`src/rtl/tawg_pkg.sv`:
```
// Shared constants and carriers for the timed access write guard
package tawg_pkg;

	// ------------------------------------------------------------
	// Key register and key values
	// ------------------------------------------------------------
	localparam logic [7:0] UNLOCK_KEY_ADDR = 8'hC7;
	localparam logic [7:0] KEY_FIRST = 8'hAA;
	localparam logic [7:0] KEY_SECOND = 8'h55;

	// ------------------------------------------------------------
	// Timing in machine cycles (one sys_clk per machine cycle)
	// ------------------------------------------------------------
	localparam int KEY_WAIT_MC = 3;
	localparam int WINDOW_MC = 3;
	localparam int CNT_W = 2;
	localparam logic [CNT_W-1:0] KEY_WAIT_CNT = CNT_W'(KEY_WAIT_MC);
	localparam logic [CNT_W-1:0] WINDOW_CNT = CNT_W'(WINDOW_MC);

	// ------------------------------------------------------------
	// Guarded bit positions and reset value
	// ------------------------------------------------------------
	localparam int GB_WDT_RESET_EN = 0;
	localparam int GB_WDT_RUN = 1;
	localparam int GB_WDT_CLEAR = 2;
	localparam int GB_WDT_PERIOD_LO = 3;
	localparam int GB_WDT_PERIOD_HI = 4;
	localparam int GB_ROM_SIZE_ADJ = 5;
	localparam int GB_WAIT_STATE = 6;
	localparam int GB_POR_FLAG = 7;
	localparam logic [7:0] GUARD_RESET = 8'h80;
	localparam logic [7:0] POR_MASK = 8'h80;

	// ------------------------------------------------------------
	// Carriers
	// ------------------------------------------------------------
	typedef struct packed {
		logic valid;
		logic [7:0] addr;
		logic [7:0] data;
	} tawg_sfr_wr_s;

	typedef struct packed {
		logic valid;
		logic [7:0] mask;
		logic [7:0] data;
	} tawg_prot_wr_s;

endpackage

```
`src/rtl/tawg_guard.sv`:
```
// Timed access write guard: key sequencer, window and guarded bits
`timescale 1ns/10ps
module tawg_guard (
	input wire logic sys_clk,
	input wire logic rst,
	input tawg_pkg::tawg_sfr_wr_s sfr_wr,
	input tawg_pkg::tawg_prot_wr_s prot_wr,
	input wire logic por_event,
	output logic [7:0] guarded_bits,
	output logic window_open,
	output logic key_armed,
	output logic watchdog_reset_enable
);
	// ------------------------------------------------------------
	// Key decode
	// ------------------------------------------------------------
	logic key_wr;
	logic key_first;
	logic key_second;
	logic key_other;
	logic unlock;
	logic [tawg_pkg::CNT_W-1:0] key_cnt;
	logic [tawg_pkg::CNT_W-1:0] win_cnt;

	function automatic logic is_key(input tawg_pkg::tawg_sfr_wr_s w,
		input logic [7:0] v);
		is_key = w.valid && (w.addr == tawg_pkg::UNLOCK_KEY_ADDR)
			&& (w.data == v);
	endfunction

	assign key_wr = sfr_wr.valid
		&& (sfr_wr.addr == tawg_pkg::UNLOCK_KEY_ADDR);
	assign key_first = is_key(sfr_wr, tawg_pkg::KEY_FIRST);
	assign key_second = is_key(sfr_wr, tawg_pkg::KEY_SECOND);
	assign key_other = key_wr && !key_first && !key_second;
	// Late 55h finds the wait counter at zero
	assign unlock = key_second && key_armed;

	// ------------------------------------------------------------
	// Wait counter and window counter
	// ------------------------------------------------------------
	tawg_down_counter #(
		.W(tawg_pkg::CNT_W)
	) u_key_wait (
		.sys_clk(sys_clk),
		.rst(rst),
		.load(key_first),
		.load_val(tawg_pkg::KEY_WAIT_CNT),
		.clear(key_second || key_other),
		.active(key_armed),
		.count(key_cnt)
	);

	tawg_down_counter #(
		.W(tawg_pkg::CNT_W)
	) u_window (
		.sys_clk(sys_clk),
		.rst(rst),
		.load(unlock),
		.load_val(tawg_pkg::WINDOW_CNT),
		.clear(1'b0),
		.active(window_open),
		.count(win_cnt)
	);

	// ------------------------------------------------------------
	// Guarded bits
	// ------------------------------------------------------------
	logic [7:0] guard_q;
	logic [7:0] guard_d;

	always_comb
	begin
		guard_d = guard_q;
		// Writes are taken in the window, even the first cycle
		if (prot_wr.valid && window_open)
			guard_d = (guard_q & ~prot_wr.mask)
				| (prot_wr.data & prot_wr.mask);
		// Hardware set wins over a software clear
		if (por_event)
			guard_d = guard_d | tawg_pkg::POR_MASK;
	end

	always_ff @(posedge sys_clk or posedge rst)
	begin
		if (rst)
			guard_q <= tawg_pkg::GUARD_RESET;
		else
			guard_q <= guard_d;
	end

	assign guarded_bits = guard_q;
	assign watchdog_reset_enable = guard_q[tawg_pkg::GB_WDT_RESET_EN];
endmodule

```
`src/rtl/tawg_down_counter.sv`:
```
// Loadable down counter whose non-zero state marks an open interval
`timescale 1ns/10ps
module tawg_down_counter #(
	parameter int W = 2
) (
	input wire logic sys_clk,
	input wire logic rst,
	input wire logic load,
	input wire logic [W-1:0] load_val,
	input wire logic clear,
	output logic active,
	output logic [W-1:0] count
);
	logic [W-1:0] cnt_q;
	logic [W-1:0] cnt_d;

	always_comb
	begin
		cnt_d = cnt_q;
		if (load)
			cnt_d = load_val;
		else if (clear)
			cnt_d = '0;
		else if (cnt_q != '0)
			cnt_d = cnt_q - W'(1);
	end

	always_ff @(posedge sys_clk or posedge rst)
	begin
		if (rst)
			cnt_q <= '0;
		else
			cnt_q <= cnt_d;
	end

	assign active = (cnt_q != '0);
	assign count = cnt_q;
endmodule

```
`config.mk`:
```
export PLATFORM = sky130hd
export DESIGN_NAME = tawg_guard
export DESIGN_NICKNAME = d
export VERILOG_FILES = /design/src/rtl/tawg_pkg.sv /design/src/rtl/tawg_guard.sv /design/src/rtl/tawg_down_counter.sv
export SDC_FILE = /design/constraint.sdc
export NUM_CORES = 1
export LEC_CHECK = 0
export ABC_AREA = 0
export BUFFER_PORTS_ARGS = -buffer_cell sky130_fd_sc_hd__buf_4
export CAP_MARGIN = 20
export CORE_MARGIN = 5
export CORE_UTILIZATION = 35
export DETAILED_ROUTE_END_ITERATION = 8
export GPL_ROUTABILITY_DRIVEN = 0
export PLACE_DENSITY = 0.67
export SLEW_MARGIN = 20
export SYNTH_ARGS = -nofsm -noshare
export SYNTH_HDL_FRONTEND = slang
export SYNTH_HIERARCHICAL = 1
export SYNTH_SLANG_ARGS = --single-unit
```
`constraint.sdc`:
```
create_clock -name sys_clk -period 4.2 [get_ports sys_clk]
set_input_delay 0 -clock sys_clk [delete_from_list [all_inputs] [get_ports sys_clk]]
set_output_delay 0 -clock sys_clk [all_outputs]
set_load 0.005 [all_outputs]
```
Word-level counts from Yosys, hierarchy flattened

Cells that the tools add are included.
W data, S select, Z words.

Register bits after elaboration: 12
Latch bits: 0
Memory bits (writable): 0
Memory bits (read-only): 0
Input port bits: 37
Output and inout bits: 11
Logic and storage cells: 35
Memories: 0

Add/sub/neg operators: 2
Multipliers: 0
Div/mod/pow operators: 0
Order comparisons: 0
Eq/ne operators: 3
Shift operators: 0
Mux-type cells: 7
Bitwise operators: 4
Reduce and logical (&&, ||, !) cells: 15

Operators by type and width:

| kind                  | count |
|---|---|
| $and A8 B8 Y8         | 2 |
| $eq A8 B8 Y1 const B  | 2 |
| $mux W8               | 2 |
| $mux W2               | 5 |
| $eq A8 B7 Y1 const B  | 1 |
| $not A8 Y8            | 1 |
| $or A8 B8 Y8          | 1 |
| $reduce_bool A2 Y1    | 4 |
| $logic_and A1 B1 Y1   | 7 |
| $sub A2 B1 Y2 const B | 2 |
| $reduce_bool A3 Y1    | 1 |
| $logic_not A1 Y1      | 2 |
| $logic_or A1 B1 Y1    | 1 |

Depth between registers and ports, before layout

Gate-level depths: netlist of the first run.

Depth in word-level cells: 9
Depth in mapped cells: 8
Depth with buffers taken out: 8

By module

Netlist of the first run, hierarchy kept.

By module, submodules not included:

| module            | times used | cells each | area each (um^2) | seq. area each (um^2) |
|---|---|---|---|---|
| tawg_guard        | 1          | 42         | 456.7            | 201.4 |
| tawg_down_counter | 2          | 13         | 122.6            | 50.0 |

Worst setup path after synthesis of the first run

OpenSTA, ideal clock, no wires.

Path type: flip-flop to flip-flop
Start point: register u_key_wait.cnt_q[0], in the netlist u_key_wait/count[0]
End point: register u_window.cnt_q[1], in the netlist u_window/count[1]
Setup time: 0.122 ns
Arrival: 1.652 ns
Required time: 4.078 ns
Slack: 2.427 ns
Cell stages (with the launch flop): 9
Buffers on the path: 0
Clock period less this slack: 1.773 ns
Cells stage by stage: dfrtp_1 > inv_1 > ha_1 > inv_1 > nor4bb_1 > nand3b_1 > nor4_2 > nor2_1 > a32o_1

Cells in the longest elaborated chain, start to end: 3
Elaborated cells on any way between the ends: 4
Classes of those cells: mux: 1; reduce/logical: 3

Ends and longest elaborated chain:

| what                                          | RTL line                | RTL |
|---|---|---|
| start, declared                               | tawg_down_counter.sv:14 | `logic [W-1:0] cnt_q;` |
| start signal, assigned                        | tawg_down_counter.sv:33 | `cnt_q <= cnt_d;` |
| $reduce_bool A2 Y1 *                          | tawg_down_counter.sv:36 | `assign active = (cnt_q != '0);` |
| net key_armed                                 | tawg_guard.sv:11        | `output logic key_armed,` |
| $logic_and A1 B1 Y1 *                         | tawg_guard.sv:37        | `assign unlock = key_second && key_armed;` |
| net unlock                                    | tawg_guard.sv:21        | `logic unlock;` |
| $mux W2 or $reduce_bool A2 Y1 (tied branches) | -                       |  |
| end signal, assigned                          | tawg_down_counter.sv:33 |  |
| end, declared                                 | tawg_down_counter.sv:14 |  |

Mark *: on every way through the listed nets, which the timed path passes. The rest lies on a longest branch.
A chain may end at the register's enable or synchronous reset.

Final worst setup path of the first run

Start point: register u_window.cnt_q[0], in the netlist u_window/count[0]
End point: register guard_q[7], in the netlist guarded_bits[7]

Cells in the longest elaborated chain, start to end: 3

Ends and longest elaborated chain:

| what                         | RTL line                | RTL |
|---|---|---|
| $reduce_bool A2 Y1           | tawg_down_counter.sv:36 |  |
| $logic_and A1 B1 Y1          | tawg_guard.sv:76        | `if (prot_wr.valid && window_open)` |
| $reduce_bool A2 Y1 (no line) | -                       |  |
| end signal, assigned         | tawg_guard.sv:87        | `guard_q <= tawg_pkg::GUARD_RESET;` |
| end signal, assigned         | tawg_guard.sv:89        | `guard_q <= guard_d;` |
| end, declared                | tawg_guard.sv:69        | `logic [7:0] guard_q;` |

Every way passes these cells.

==> results of run 1 <==
per-layer routing:
metal | wire [um] | up-vias | track usage
li1 | - | 352 | -
met1 | 690 | 321 | 0.133
met2 | 858 | 36 | 0.232
met3 | 215 | 0 | 0.0572
met4 | 0 | 0 | 0.0498
met5 | 0 | - | 0
stage by stage:
stage                     worst slack [ns]  instance area, um^2  cells
after global routing                  1.96                 1210    157
after floorplan                       2.43                  713     71
final                                 2.11                 1210    157
after CTS                             2.09                 1210    157
after detailed placement              2.28                 1080    143
after global placement                2.37                 1080    143
cells in the final DEF (no fill, tap or decap):
cell,count
inv_1,9
clkbuf_1,1
nand2_1,9
a311o_1,1
clkbuf_4,3
a21boi_1,1
nand2b_1,2
nor4_2,1
and3b_1,1
buf_4,47
dfstp_2,1
a22o_1,2
or2b_1,2
and4bb_1,1
nor2_1,3
mux2_2,7
ha_1,2
nand4_2,1
dfrtp_1,11
a21oi_1,1
conb_1,5
a32o_1,2
xnor2_1,2
and2_1,1
nor4bb_1,3
dlygate4sd3_1,10
nand3b_1,1
final cells by class:
type                       instances  area [um^2]
fill                             173          731
timing repair buffer              57          453
inverter                           9         33.8
sequential                        12          302
clock buffer                       4         26.3
tap                               27         33.8
multi-input combinational         48          363
path summary, 6_finish.rpt:
check	from	endpoint	slack (ns)	depth (start not counted)
min in group asynchronous	rst	u_key_wait/count[1]	0.14	3
worst max-delay path	u_window/count[0]	guarded_bits[7]	2.11	7
worst min-delay path	prot_wr[13]	flip-flop	0.06	3
max in group asynchronous	rst	guarded_bits[7]	3.65	3
worst min register to register	flip-flop	flip-flop	0.51	1
worst max register to register	u_window/count[0]	guarded_bits[7]	2.11	7
repair_timing:
action,CTS,global route
endpoints found under the hold margin,20,0
setup endpoints to repair,0,0
hold buffers,10,0
cells in the mapped netlist, types with 2 or more instances:
cell type / number
dfrtp_1: 11
inv_1: 9
nand2_1: 9
mux2_2: 7
nor2_1: 3
nor4bb_1: 3
a22o_1: 2
a32o_1: 2
buf_4: 2
conb_1: 2
ha_1: 2
nand2b_1: 2
or2b_1: 2
xnor2_1: 2
worst max-delay path: cells and delay by family (launching register included):
kind | cells | cell delay (ns)
AND/OR/NAND/NOR | 1 | 0.30
AO/OA/AOI/OAI | 2 | 0.44
flip-flops | 1 | 0.36
buffers and inverters | 3 | 0.69
adder cells (fa/ha/maj) | 1 | 0.24
power groups by stage:
stage	clock, mW	combinational (mW)	sequential [mW]
floorplan	0	0.172	0.201
CTS	0.0772	0.310	0.199
global placement	0	0.291	0.198
detailed placement	0	0.299	0.202
global route	0.0835	0.341	0.205
finish	0.0722	0.302	0.199
cells by family after synthesis:
| kind of cell | Yosys count |
|---|---|
| AOI/OAI and AO/OA | 7 |
| xor gates and xnor gates | 2 |
| adders and majority gates | 2 |
| buffers and inverters | 11 |
| DFF | 12 |
| muxes | 7 |
| other | 2 |
| and+or+nand+nor | 25 |
==> summary.md, run 1 <==
| Metric | Value |
|---|---|
| Status | `finished clean` |
| P_sw | `173 uW` |
| HP Class | `input pin to flip-flop` |
| Via count | `709` |
| Routed Antenna Nets | `0` |
| Remaining global-route overflow | `0` |
| Synth Area in Simple Gates | `0.232` |
| Final period util | `0.497` |
| Power after layout | `573 uW` |
| Antenna violations before repair | `0` |
| Die area | `3000 um^2` |
| Critical Path RT | `4.39 ns` |
| Fin. max-slew vios | `0` |
| Fmax achieved | `479 MHz` |
| Layout cells sized above 1 | `0.462` |
| Top-area cell type share of the netlist area | `0.392` |
| CP dominant cell by count | `inv_1` |
| Clock transition at the registers of the reported paths | `0.08 ns` |
| Nature of the critical path endpoint | `flip-flop` |
| Internal power | `400 uW` |
| Max VDD drop | `0.390 mV` |
| Min cycle time layout | `2.09 ns` |
| Post-CTS setup buffers | `0` |
| Vias in the first global route | `694` |
| Core Box Area | `1940 um^2` |
| CTS buffer count | `3` |
| Cells after synthesis | `68` |
| Asr flop ratio synth | `1.00` |
| # setup viols final | `0` |
| Sequential Power Share | `0.347` |
| Critical Path AT | `2.27 ns` |
| Synth area leaders | `dfrtp_1 39%, mux2_2 11%, inv_1 4.8%, nand2_1 4.8%, nor4bb_1 4.3%` |
| Area delta synth->final | `72.5%` |
| Synth Area in XOR/XNOR | `0.0250` |
| Comb pwr share | `0.527` |
| Max stage delay on crit path | `0.56 ns` |
| H-tree levels | `1` |
| Slowest-stage cell, CP | `dlygate4sd3_1` |
| I/O Pins | `48` |
| PostCTS Resize Cnt | `0` |
| Initial Util | `0.361` |
| Adder-cell share of the synthesized area | `0.0357` |
| Setup TNS | `0 ns` |
| Setup CP Type | `flip-flop to flip-flop` |
| Die H | `54.8 um` |
| Kind of start point of the critical path | `flip-flop` |
| Routed len/inst | `11.2 um` |
| Post-synthesis mux area share | `0.112` |
| Seq/Total Area, Yosys | `0.430` |
| Post-synth EDFFs | `0` |
| Post-layout util | `0.624` |
| GRT Overall Usage | `0.131` |
| Unrepaired setup endpoints after global routing | `no` |
| CTS tree | `built` |
| Root buffer cell | `clkbuf_4` |
| DRC viols | `0` |
| Clk_skew | `0.0100 ns` |
| Drt initial violations | `5` |
| Clock Tree Buf Depth | `2` |
| Clk sinks | `12` |
| Chip Width | `54.8 um` |
| Flops & latches, synth | `12` |
| Buffers on Ports | `47` |
| Final hold slack | `0.0557 ns` |
| Main combinational cell family by area after synthesis | `simple AND/OR/NAND/NOR gates` |
| WL final | `1.76 mm` |
| Largest net degree at the start of global routing | `10` |
| Crit-path max FO | `9` |
| DR pass1 iterations | `2` |
| Via density | `4.52` |
| Diode count | `0` |
| Leading area contributor after synthesis | `dfrtp_1` |
| Layout Nets | `170` |
| Pwr/cell area | `473 nW/um^2` |
| Post-DP HPWL | `1.44 mm` |
| Crit-path cells | `inv_1 -> ha_1 -> inv_1 -> and2_1 -> a21boi_1 -> a311o_1 -> dlygate4sd3_1` |
| Global-route wire length before repair | `2.75 mm` |
| Synth Area in Compound Gates | `0.0856` |
| Leakage dissipation | `0.620 nW` |
| Clock power frac | `0.126` |
| Clock latency on the worst-skew pair | `0.27 ns` |
| YS warnings | `6` |
| Switch share | `0.302` |
| Top FF cell, synth | `dfrtp_1` |
| Synth Cell Area | `702 um^2` |
| Row count | `16` |
| Maxcap violations | `0` |
| Distinct cells, synth | `24` |
| Avg Inst Size Synth | `10.3 um^2` |
| Fin. Hold Viols | `0` |
(Power assumes the default switching activity.)
==> inputs of run 2 (changes only) <==
PLACE_DENSITY = 0.7   (was 0.67)
clock period = 1.7 ns   (was 4.2 ns; I/O delays follow)
==> summary.md, run 2 (synthesized netlist as in run 1, its figures left out) <==
| Metric | Value |
|---|---|
| Setup TNS | `0 ns (unchanged)` |
| Global-route wire length before repair | `2.86 mm (+4.3%)` |
| DR pass1 iterations | `4 (+2)` |
| Worst reg2reg startpoint | `u_key_wait/count[0]` |
| Layout cells sized above 1 | `0.519 (+0.0570)` |
| Pwr/cell area | `1180 nW/um^2 (+150%)` |
| Routed len/inst | `11.3 um (+0.54%)` |
| Nature of the critical path endpoint | `flip-flop` |
| Internal power | `1.05 mW (+160%)` |
| Via count | `723 (+2.0%)` |
| Drt initial violations | `5 (unchanged)` |
| R2R depth | `8 (+1)` |
| Clk sinks | `12 (unchanged)` |
| Diode count | `0 (unchanged)` |
| Critical Path AT | `1.82 ns (-0.45 ns)` |
| Vias in the first global route | `779 (+12%)` |
| Unrepaired setup endpoints after global routing | `yes` |
| Most frequent cells in the layout | `52 x buf_4, 11 x dfrtp_1, 10 x dlygate4sd3_1` |
| Via density | `4.46 (-1.2%)` |
| Sequential Power Share | `0.327 (-0.020)` |
| GRT Overall Usage | `0.134 (+0.00264)` |
| Multi-input gate area | `392 um^2 (+7.9%)` |
| Setup CP Type | `flip-flop to flip-flop` |
| Worst Setup EP | `u_window/count[1]` |
| Setup ws final | `0.0288 ns (-2.08 ns)` |
| Initial Util | `0.361 (unchanged)` |
| Kind of start point of the critical path | `flip-flop` |
| Chip Width | `54.8 um (unchanged)` |
| Fin. max-slew vios | `0 (unchanged)` |
| Leakage dissipation | `0.661 nW (+6.5%)` |
| Routed Antenna Nets | `0 (unchanged)` |
| Core Box Area | `1940 um^2 (unchanged)` |
| Status | `finished clean` |
| H-tree levels | `1 (unchanged)` |
| Clock transition at the registers of the reported paths | `0.08 ns (about the same)` |
| Comb pwr share | `0.553 (+0.026)` |
| HP Class | `input pin to flip-flop` |
| Critical Path Source | `u_key_wait/count[0]` |
| Antenna violations before repair | `0 (unchanged)` |
| Post-layout util | `0.658 (+0.0342)` |
| Fmax achieved | `598 MHz (+25%)` |
| Clock Tree Buf Depth | `2 (unchanged)` |
| Die area | `3000 um^2 (unchanged)` |
| Die H | `54.8 um (unchanged)` |
| Area delta synth->final | `82.0%` |
| Max VDD drop | `0.787 mV (+100%)` |
| DRC viols | `0 (unchanged)` |
| Crit-path max FO | `2 (-7)` |
| Place WS | `-0.0678 ns (-2.35 ns)` |
| Min cycle time layout | `1.67 ns (-0.415 ns)` |
| Layout Nets | `175 (+2.9%)` |
| Commonest non-fill, non-tap cell in the layout | `buf_4` |
| Internal reg-to-reg setup slack | `0.03 ns (-2.08 ns)` |
| Clock latency on the worst-skew pair | `0.27 ns (about the same)` |
| # fillers | `157 (-9.2%)` |
| P_sw | `454 uW (+160%)` |
| Final Instance Count excl. Fillers | `162 (+3.2%)` |
| # setup viols final | `0 (unchanged)` |
| Maxcap violations | `0 (unchanged)` |
| Fin. Hold Viols | `0 (unchanged)` |
| Switch share | `0.301 (-0.000563)` |
| Clock power frac | `0.120 (-0.006)` |
| CTS buffer count | `3 (unchanged)` |
| Root buffer cell | `clkbuf_4` |
| Critical Path RT | `1.85 ns (-2.54 ns)` |
| WHS Path Cells | `2 (-1)` |
| Post-DP HPWL | `1.43 mm (-1.0%)` |
| Final period util | `0.983 (+0.486)` |
| Row count | `16 (unchanged)` |
| Clk_skew | `0.0141 ns (+0.00407 ns)` |
| I/O Pins | `48 (unchanged)` |
| Remaining global-route overflow | `0 (unchanged)` |
| CTS tree | `built` |
| Seq. cell area | `302 um^2 (unchanged)` |
| Buffers on Ports | `47 (unchanged)` |
| WL final | `1.83 mm (+3.7%)` |
| Reg2reg end | `u_window/count[1]` |
| Dpl cells | `147 (+2.8%)` |
| Largest net degree at the start of global routing | `10 (unchanged)` |
run 2: stage by stage:
stage	area, um^2	power [mW]	hold slack (ns)
floorplan	713	0.921	-0.259
global placement	1110	1.25	-0.122
detailed placement	1110	1.27	-0.121
CTS	1250	1.48	0.00606
global route	1280	1.64	0.0166
finish	1280	1.51	0.0148
run 2: per-layer routing:
layer,vias up,routed length [um],global-route usage
met5,-,0,0
met4,0,0,0.0373
met3,0,187,0.0381
met2,39,880,0.254
met1,324,763,0.139
li1,360,-,-
run 2: worst min path at each step:
| stage | startpoint | end | slack [ns] |
|---|---|---|---|
| floorplan | rst | u_key_wait/count[0] | -0.26 |
| global placement | rst | u_key_wait/count[0] | -0.12 |
| detailed placement | rst | u_key_wait/count[1] | -0.12 |
| CTS | prot_wr[15] | guarded_bits[7] | 0.006 |
| global route | prot_wr[15] | guarded_bits[7] | 0.02 |
| finish | prot_wr[15] | guarded_bits[7] | 0.01 |
run 2: cell type report:
| class | count | area share |
|---|---|---|
| inverters | 9 | 0.0264 |
| well taps | 27 | 0.0264 |
| multi-input cells | 48 | 0.307 |
| flip-flops and latches | 12 | 0.236 |
| repair buffers | 62 | 0.384 |
| clock buffers | 4 | 0.0206 |
run 2: repair_timing:
item,in CTS,in global routing
resized for setup,1,6
hold endpoints to repair,20,0
setup endpoints to repair,2,2
pin swaps,4,4
setup buffers,1,1
hold buffers,10,0
cloned,0,0
run 2: critical path, cell delays in order, from the launching register on:
cell and delay (ns):
dfrtp_1 0.37, inv_2 0.04, ha_2 0.17, inv_2 0.05, nor4bb_4 0.17, nand3b_1 0.15
nor4_4 0.32, nor2_2 0.06, a32o_1 0.22
run 2: power by group through the flow:
stage / combinational, mW / sequential, mW / clock, mW
2_1_floorplan: 0.424 / 0.497 / 0
3_3_place_gp: 0.768 / 0.485 / 0
3_5_place_dp: 0.777 / 0.495 / 0
4_1_cts: 0.805 / 0.489 / 0.186
5_1_grt: 0.925 / 0.511 / 0.200
6_report: 0.833 / 0.493 / 0.181
